$ cat config.mk
export PLATFORM = sky130hd
export DESIGN_NAME = oxtr_top
export DESIGN_NICKNAME = d
export VERILOG_FILES = /design/src/logic/oxtr_pkg.sv /design/src/logic/oxtr_top.sv
export SDC_FILE = /design/constraint.sdc
export NUM_CORES = 1
export LEC_CHECK = 0
export ABC_AREA = 1
export BUFFER_PORTS_ARGS = -buffer_cell sky130_fd_sc_hd__buf_2
export CAP_MARGIN = 15
export CORE_MARGIN = 5
export CORE_UTILIZATION = 50
export DETAILED_ROUTE_END_ITERATION = 10
export HOLD_SLACK_MARGIN = 0.12
export PLACE_DENSITY_LB_ADDON = 0.12
export SLEW_MARGIN = 20
export SYNTH_ARGS = -nofsm -noshare
export SYNTH_HDL_FRONTEND = slang
export SYNTH_SLANG_ARGS = --single-unit
$ cat constraint.sdc
create_clock -name CLK_SYS -period 0.99 [get_ports CLK_SYS]
set_input_delay 0.198 -clock CLK_SYS [delete_from_list [all_inputs] [get_ports CLK_SYS]]
set_output_delay 0.198 -clock CLK_SYS [all_outputs]
set_load 0.005 [all_outputs]
$ cat src/logic/oxtr_pkg.sv
// constants for the octal bus transceiver with storage registers
// ----------------------------------------------------------------
// ----------------------------------------------------------------
`default_nettype none

package oxtr_pkg;
  localparam int BUS_W  = 8;
  localparam int ADDR_W = 4;
  localparam int REG_W  = 8;

  // register offsets
  localparam logic [ADDR_W-1:0] OFS_CTRL  = 4'h0;
  localparam logic [ADDR_W-1:0] OFS_REG_A = 4'h4;
  localparam logic [ADDR_W-1:0] OFS_REG_B = 4'h8;
  localparam logic [ADDR_W-1:0] OFS_STAT  = 4'hC;
  localparam int CTRL_INV_BIT  = 0;
  localparam int STAT_DRV_A    = 0;
  localparam int STAT_DRV_B    = 1;
  localparam logic CTRL_INV_RST = 1'b0;

  // layout of the synchronised pin vector
  localparam int PIN_W     = 2 * BUS_W + 6;
  localparam int PIN_A_LSB = 0;
  localparam int PIN_B_LSB = BUS_W;
  localparam int PIN_CAPA  = 2 * BUS_W;
  localparam int PIN_CAPB  = 2 * BUS_W + 1;
  localparam int PIN_EN_N  = 2 * BUS_W + 2;
  localparam int PIN_DIR   = 2 * BUS_W + 3;
  localparam int PIN_SAB   = 2 * BUS_W + 4;
  localparam int PIN_SBA   = 2 * BUS_W + 5;
  // drive enable starts released so nothing is driven out of reset
  localparam logic [PIN_W-1:0] PIN_RST = 22'h04_0000;
  localparam logic [BUS_W-1:0] DATA_RST = 8'h00;
  localparam logic [REG_W-1:0] RD_IDLE  = 8'h00;
endpackage

`default_nettype wire

$ cat src/logic/oxtr_top.sv
// octal bus transceiver with two storage registers and a register port
//
// The plain strobed port and the address map were chosen for this implementation.
`default_nettype none

module oxtr_top
  import oxtr_pkg::*;
#(
  parameter int W = oxtr_pkg::BUS_W
)(
  // clock and reset
  input  wire logic                      CLK_SYS,
  input  wire logic                      RSTN,
  // register port
  input  wire logic [oxtr_pkg::ADDR_W-1:0] ADDR,
  input  wire logic [oxtr_pkg::REG_W-1:0]  WR_DATA,
  input  wire logic                      WR_EN,
  input  wire logic                      RD_EN,
  output logic      [oxtr_pkg::REG_W-1:0]  RD_DATA,
  // control pins
  input  wire logic                      A_SIDE_CAPTURE_CLOCK,
  input  wire logic                      B_SIDE_CAPTURE_CLOCK,
  input  wire logic                      DRIVE_EN_N,
  input  wire logic                      DIR,
  input  wire logic                      A_TO_B_SOURCE_SELECT,
  input  wire logic                      B_TO_A_SOURCE_SELECT,
  // bus A
  input  wire logic [oxtr_pkg::BUS_W-1:0]  A_IN,
  output logic      [oxtr_pkg::BUS_W-1:0]  A_OUT,
  output logic                           A_OE_N,
  // bus B
  input  wire logic [oxtr_pkg::BUS_W-1:0]  B_IN,
  output logic      [oxtr_pkg::BUS_W-1:0]  B_OUT,
  output logic                           B_OE_N
);
  import oxtr_pkg::*;

  // ----------------------------------------------------------------
  // pin synchronisers
  // ----------------------------------------------------------------
  wire  logic [PIN_W-1:0] pin_raw;
  logic       [PIN_W-1:0] s1;
  logic       [PIN_W-1:0] s2;
  logic       [PIN_W-1:0] s3;
  logic       [PIN_W-1:0] filt;
  wire  logic [PIN_W-1:0] next_filt;

  assign pin_raw = {B_TO_A_SOURCE_SELECT, A_TO_B_SOURCE_SELECT, DIR,
                    DRIVE_EN_N, B_SIDE_CAPTURE_CLOCK,
                    A_SIDE_CAPTURE_CLOCK, B_IN, A_IN};
  // a bit moves only when stages two and three agree
  assign next_filt = (s2 & s3) | (filt & (s2 ^ s3));

  always_ff @(posedge CLK_SYS or negedge RSTN)
  begin
    if (!RSTN)
    begin
      s1   <= PIN_RST;
      s2   <= PIN_RST;
      s3   <= PIN_RST;
      filt <= PIN_RST;
    end
    else
    begin
      s1   <= pin_raw;
      s2   <= s1;
      s3   <= s2;
      filt <= next_filt;
    end
  end

  wire logic [W-1:0] a_f;
  wire logic [W-1:0] b_f;
  wire logic         en_f;
  wire logic         dir_f;
  wire logic         sab_f;
  wire logic         sba_f;

  assign a_f   = filt[PIN_A_LSB +: W];
  assign b_f   = filt[PIN_B_LSB +: W];
  assign en_f  = ~filt[PIN_EN_N];
  assign dir_f = filt[PIN_DIR];
  assign sab_f = filt[PIN_SAB];
  assign sba_f = filt[PIN_SBA];

  // ----------------------------------------------------------------
  // storage registers
  // ----------------------------------------------------------------
  logic       [1:0]   cap_prev;
  logic       [W-1:0] reg_a;
  logic       [W-1:0] reg_b;
  wire  logic         cap_a_evt;
  wire  logic         cap_b_evt;

  // rising edge of a filtered level against last cycle's copy
  function automatic logic rose_from(input logic now_lvl,
                                     input logic was_lvl);
    return now_lvl & ~was_lvl;
  endfunction

  // edges are taken from the filtered level, not gated by enable;
  // a clock pulse shorter than the filter span is simply lost
  assign cap_a_evt = rose_from(filt[PIN_CAPA], cap_prev[0]);
  assign cap_b_evt = rose_from(filt[PIN_CAPB], cap_prev[1]);

  always_ff @(posedge CLK_SYS or negedge RSTN)
  begin
    if (!RSTN)
    begin
      cap_prev <= 2'h3;
      reg_a    <= DATA_RST;
      reg_b    <= DATA_RST;
    end
    else
    begin
      cap_prev <= {filt[PIN_CAPB], filt[PIN_CAPA]};
      if (cap_a_evt)
        reg_a <= a_f;
      if (cap_b_evt)
        reg_b <= b_f;
    end
  end

  // ----------------------------------------------------------------
  // output steering
  // ----------------------------------------------------------------
  logic               invert;
  wire  logic         drive_a;
  wire  logic         drive_b;
  wire  logic [W-1:0] src_to_a;
  wire  logic [W-1:0] src_to_b;
  wire  logic [W-1:0] next_a_out;
  wire  logic [W-1:0] next_b_out;

  // while enabled, direction picks exactly one side; released drives neither, so both can never be on
  assign drive_a  = en_f & ~dir_f;
  assign drive_b  = en_f & dir_f;
  assign src_to_a = sba_f ? reg_b : b_f;
  assign src_to_b = sab_f ? reg_a : a_f;
  // per-bit inversion keeps bit n of one side paired with bit n
  for (genvar i = 0; i < W; i++)
  begin : g_bit
    assign next_a_out[i] = src_to_a[i] ^ invert;
    assign next_b_out[i] = src_to_b[i] ^ invert;
  end

  // outputs follow controls every cycle, no capture edge needed
  always_ff @(posedge CLK_SYS or negedge RSTN)
  begin
    if (!RSTN)
    begin
      A_OUT  <= DATA_RST;
      B_OUT  <= DATA_RST;
      A_OE_N <= 1'b1;
      B_OE_N <= 1'b1;
    end
    else
    begin
      A_OUT  <= next_a_out;
      B_OUT  <= next_b_out;
      A_OE_N <= ~drive_a;
      B_OE_N <= ~drive_b;
    end
  end

  // ----------------------------------------------------------------
  // register port
  // ----------------------------------------------------------------
  wire logic [REG_W-1:0] rd_mux;
  wire logic [REG_W-1:0] stat_word;

  assign stat_word = REG_W'({drive_b, drive_a});
  assign rd_mux = (ADDR == OFS_CTRL)  ? REG_W'(invert) :
                  (ADDR == OFS_REG_A) ? REG_W'(reg_a)  :
                  (ADDR == OFS_REG_B) ? REG_W'(reg_b)  :
                  (ADDR == OFS_STAT)  ? stat_word      : RD_IDLE;

  always_ff @(posedge CLK_SYS or negedge RSTN)
  begin
    if (!RSTN)
    begin
      invert  <= CTRL_INV_RST;
      RD_DATA <= RD_IDLE;
    end
    else
    begin
      if (WR_EN && ADDR == OFS_CTRL)
        invert <= WR_DATA[CTRL_INV_BIT];
      RD_DATA <= RD_EN ? rd_mux : RD_IDLE;
    end
  end

  // ----------------------------------------------------------------
  // checker helpers
  // ----------------------------------------------------------------
  // counts cycles in which neither capture clock moved, saturating;
  // it only feeds the assertion and the cover below and has no effect on the pins
  logic       [1:0] quiet_cnt;
  wire  logic       quiet_now;

  assign quiet_now = (filt[PIN_CAPA] == cap_prev[0]) &&
                     (filt[PIN_CAPB] == cap_prev[1]);

  always_ff @(posedge CLK_SYS or negedge RSTN)
  begin
    if (!RSTN)
      quiet_cnt <= '0;
    else if (!quiet_now)
      quiet_cnt <= '0;
    else if (quiet_cnt != '1)
      quiet_cnt <= quiet_cnt + 2'h1;
  end
endmodule

`default_nettype wire

Yosys cells after proc, flatten, opt, wreduce, memory -nomap -nowiden:

Index checks and enable logic that the tools add are counted.

* bits in registers: 133
* bits of input ports: 38
* output and inout bits: 26
* word-level logic and storage cells: 55

* eq/ne operators: 3
* multiplexer cells: 7
* bitwise gates (word level): 30
* reductions and logical operators: 2

Operator list (number)
* 8-bit 2-to-1 mux: 6
* 22-bit AND: 2
* 22-bit OR: 1
* 22-bit XOR: 1
* 1-bit XOR: 16
* 4-bit equality test, second input constant: 2
* 1-bit inverter: 6
* 1-bit AND: 4
* 4-bit by 3-bit equality test with 1-bit output, second input constant: 1
* 4-bit zero test: 1
* 2-bit 2-to-1 mux: 1
* 1-bit logical AND: 1

Longest topological paths before layout:

* depth after elaboration: 7
* depth in mapped cells: 6
* gate-level depth less buffers: 5

Least setup slack after synthesis:

No wires, ideal clock.

* path kind: reg-to-reg
* start: register cap_prev[0]
* end: register reg_a[0]
* library setup time: 0.126 ns
* arrival: 0.905 ns
* data required time: 0.864 ns
* slack: -0.041 ns
* stages on the path, launching flop included: 5
* buffers on the path: 1
* period minus slack after synthesis: 1.031 ns
* path through: dfstp_2 > inv_1 > nand2_1 > buf_2 > o21ai_0

* cells in the longest elaborated chain, start to end: 2

RTL lines
* start: declaration: line oxtr_top.sv:89 `logic [1:0] cap_prev;`
* start signal: assignment: line oxtr_top.sv:116 `cap_prev <= {filt[PIN_CAPB], filt[PIN_CAPA]};`
* 1-bit inverter: line oxtr_top.sv:98 `return now_lvl & ~was_lvl;`
* 1-bit AND: line oxtr_top.sv:98
* end signal: assignment: line oxtr_top.sv:111 `reg_a <= DATA_RST;`
* end signal: assignment: line oxtr_top.sv:118 `reg_a <= a_f;`
* end: declaration: line oxtr_top.sv:90 `logic [W-1:0] reg_a;`

No other way between the ends.
A chain may end at the register's enable or synchronous reset.

Worst setup path after layout:

* start: register A_OE_N
* end: output A_OE_N

RTL lines
* start: declaration: line oxtr_top.sv:30 `output logic A_OE_N,`
* start signal: assignment: line oxtr_top.sv:161 `A_OE_N <= ~drive_a;`

No word-level cell between the ends.

==> flow_summary.json <==
{
  "outcome": "finished with violations",
  "violations": "negative setup slack",
  "relSlewSlack_pct": 81.43,
  "die_w_um": 105.6,
  "wl_met2_um": 4123,
  "syn_inst": 335,
  "rsz0062_at_grt": "true",
  "clkSinkCount": 133,
  "post-route-period-util_pct": 132.1,
  "cts_tree": "built",
  "fp.coreArea_mm2": 0.008806,
  "critPathKind": "reg -> out",
  "vias_per_cell": 4.923,
  "clock_latency_ps": 500,
  "rr_startpoint": "filt[20]$_DFF_PN0_",
  "wl_per_cell_um": 14.78,
  "setup_viol_count_final": 29,
  "synth_area_mm2": 0.004567,
  "cp.required_ps": 790,
  "ir_drop_mv": 1.672,
  "drtIter0Drc": 69,
  "clockRootBuffer": "clkbuf_8",
  "rr_worst_depth": 4,
  "ctsLongestPathBuffers": 2,
  "cpMaxStageDelayCell": "dfstp_2",
  "hold_viol_final": 0,
  "overflow": 0,
  "htree_levels": 4,
  "area_delta_synth_final_pct": 35.97,
  "num_antenna_cells": 0,
  "place_inst": 500,
  "cap_viol_max_count": 0,
  "final_max_slew_viol_count": 0,
  "critPathArrivalTime_ps": 1110,
  "power.density_mw_per_mm2": 2310,
  "drc_errors": 0,
  "grt_pass1_wl_um": 14100,
  "grtUsageTotal_pct": 16.11,
  "route.met3.wl_um": 398,
  "avgSynthCellArea_um2": 13.63,
  "path_cells": "buf_6",
  "ant_nets": 0,
  "final_common_cell": "dfrtp_1",
  "r2r_slack_ps": -30,
  "startpoint_type": "register",
  "tightest_slew_ps": 278.5,
  "fmax_ghz": 0.7649,
  "start_util_pct": 51.86,
  "place.gp.congestion": 0.7664,
  "met1_length_um": 3723,
  "reg2reg_to": "B_OUT[3]$_DFF_PN0_",
  "crit_path_end_kind": "primary output",
  "fin_skew_ps": 9.247,
  "drt-pass1-iter-count": 4,
  "seq_area_frac_synth_pct": 73.10,
  "hold_class": "in -> async",
  "dieHeight_um": 105.6,
  "dieArea_mm2": 0.01115,
  "via_count": 2796,
  "p_leak_uw": 0.003137,
  "top_layer": "met4",
  "multi_input_area_mm2": 0.001290,
  "critPathBufInv": 1,
  "path_max_fanout": 1,
  "syn-num-nets": 395,
  "ios": 64,
  "antenna_found_initial": 0,
  "fillers": 598,
  "finalWirelength_um": 8395,
  "synth_seq_cells": 133,
  "nets": 507,
  "drive_above_1_share_pct": 35.00,
  "numCtsBuffers": 17,
  "grt_max_degree": 34,
  "layout_common_cells": "122 x dfrtp_1, 54 x buf_2, 31 x nand2_1",
  "dp_hpwl_um": 5014,
  "final_util_pct": 70.52,
  "synthDistinctLibCells": 20,
  "layout_setup_ws_ps": -317.3,
  "fin_crit_ps": 1307,
  "fin_setup_tns_ps": -5440,
  "whs_ps": 117.2,
  "finalNonFillerCells": 568,
  "grt_pass1_vias": 2951,
  "rows": 34,
  "seq_area_mm2": 0.003342,
  "port_buffers": 56,
  "clk_pin_slew_ps": 60,
  "cp_slowest_stage_delay_ps": 530,
  "yosysWarnings": 0,
  "crit_family": "flip-flops"
}
==> state kept, by name (all words and copies together), names as in the netlist, 8 cells and up <==
name,flops
s1,22
s3,22
A_OUT,8
reg_b,8
s2,22
RD_DATA,8
reg_a,8
filt,22
B_OUT,8
==> synth_stat cells, drive strengths merged <==
cell	number	area (µm²)
dfstp	8	210.2
a21oi	8	40.04
xor2	16	140.1
nand3	2	10.01
o21ai	34	170.2
nand4	8	50.05
o211ai	1	7.510
or2	1	6.260
nand2	47	176.4
a21o	22	166.4
buf	8	60.05
dfrtp	125	3128
ha	22	275.3
inv	26	97.59
nor2	7	28.78
==> how the worst max path moves through the flow <==
stage	start	endpoint	slack, ps	cells after the start
2_1_floorplan	filt[21]$_DFF_PN0_	A_OUT[0]$_DFF_PN0_	20	3
3_3_place_gp	ADDR[1]	RD_DATA[6]$_DFF_PN0_	-110	6
3_5_place_dp	ADDR[1]	RD_DATA[4]$_DFF_PN0_	-170	6
4_1_cts	A_OE_N$_DFF_PN1_	A_OE_N	-340	1
5_1_grt	A_OE_N$_DFF_PN1_	A_OE_N	-350	1
6_report	A_OE_N$_DFF_PN1_	A_OE_N	-320	1
==> worst register-to-register path: cells and delay by family (launching register included) <==
family	cells	cell delay, ps
buf+inv	1	160
compound gates	1	60
simple gates	1	80
xor+xnor	1	170
flops	1	430
==> power breakdown <==
part | internal [µW] | switching, µW | total [µW]
clock network | 3440 | 2480 | 5920
registers | 6150 | 444 | 6600
logic | 880 | 947 | 1830
==> area by class of cell <==
| class | count | area share [%] |
|---|---|---|
| flip-flops and latches | 133 | 53.82 |
| repair buffers | 99 | 12.37 |
| inverters | 26 | 1.572 |
| well taps | 108 | 2.176 |
| multi-input cells | 170 | 20.77 |
| clock buffers | 17 | 6.669 |
| clock inverters | 15 | 2.619 |
==> stage by stage <==
| step | total power [µW] | area (µm²) | worst slack [ps] |
|---|---|---|---|
| floorplan | 7300 | 4577 | 16.01 |
| CTS | 14250 | 5993 | -341.3 |
| global placement | 7968 | 5047 | -112.8 |
| finish | 14350 | 6210 | -317.3 |
| detailed placement | 8038 | 5047 | -167.0 |
| global route | 15040 | 6210 | -352.6 |
==> cell families (layout without fill, tap and decap cells) <==
family          count (synthesis)  after routing  share of synthesized area, %
flops                         133            133                         73.10
compound gates                 65             65                         8.411
simple gates                   65             67                         5.945
buf+inv                        34            157                         3.452
fa+ha+maj                      22             22                         6.027
xor+xnor                       16             16                         3.068
==> layer usage <==
metal,GRT usage [%],vias to the layer above
met3,4.707,15
met4,6.475,0
met2,25.87,59
li1,-,1334
met1,20.76,1388
met5,0,-
==> repair_timing <==
item                                   CTS  global route
setup endpoints to repair               61            60
endpoints found under the hold margin  164             1
buffers inserted                         4             0
pin swaps                                5            19
gates resized for setup                 24            62
hold buffers                            29             1
cloned                                   1             2
Power figures use the tool's default switching activity.
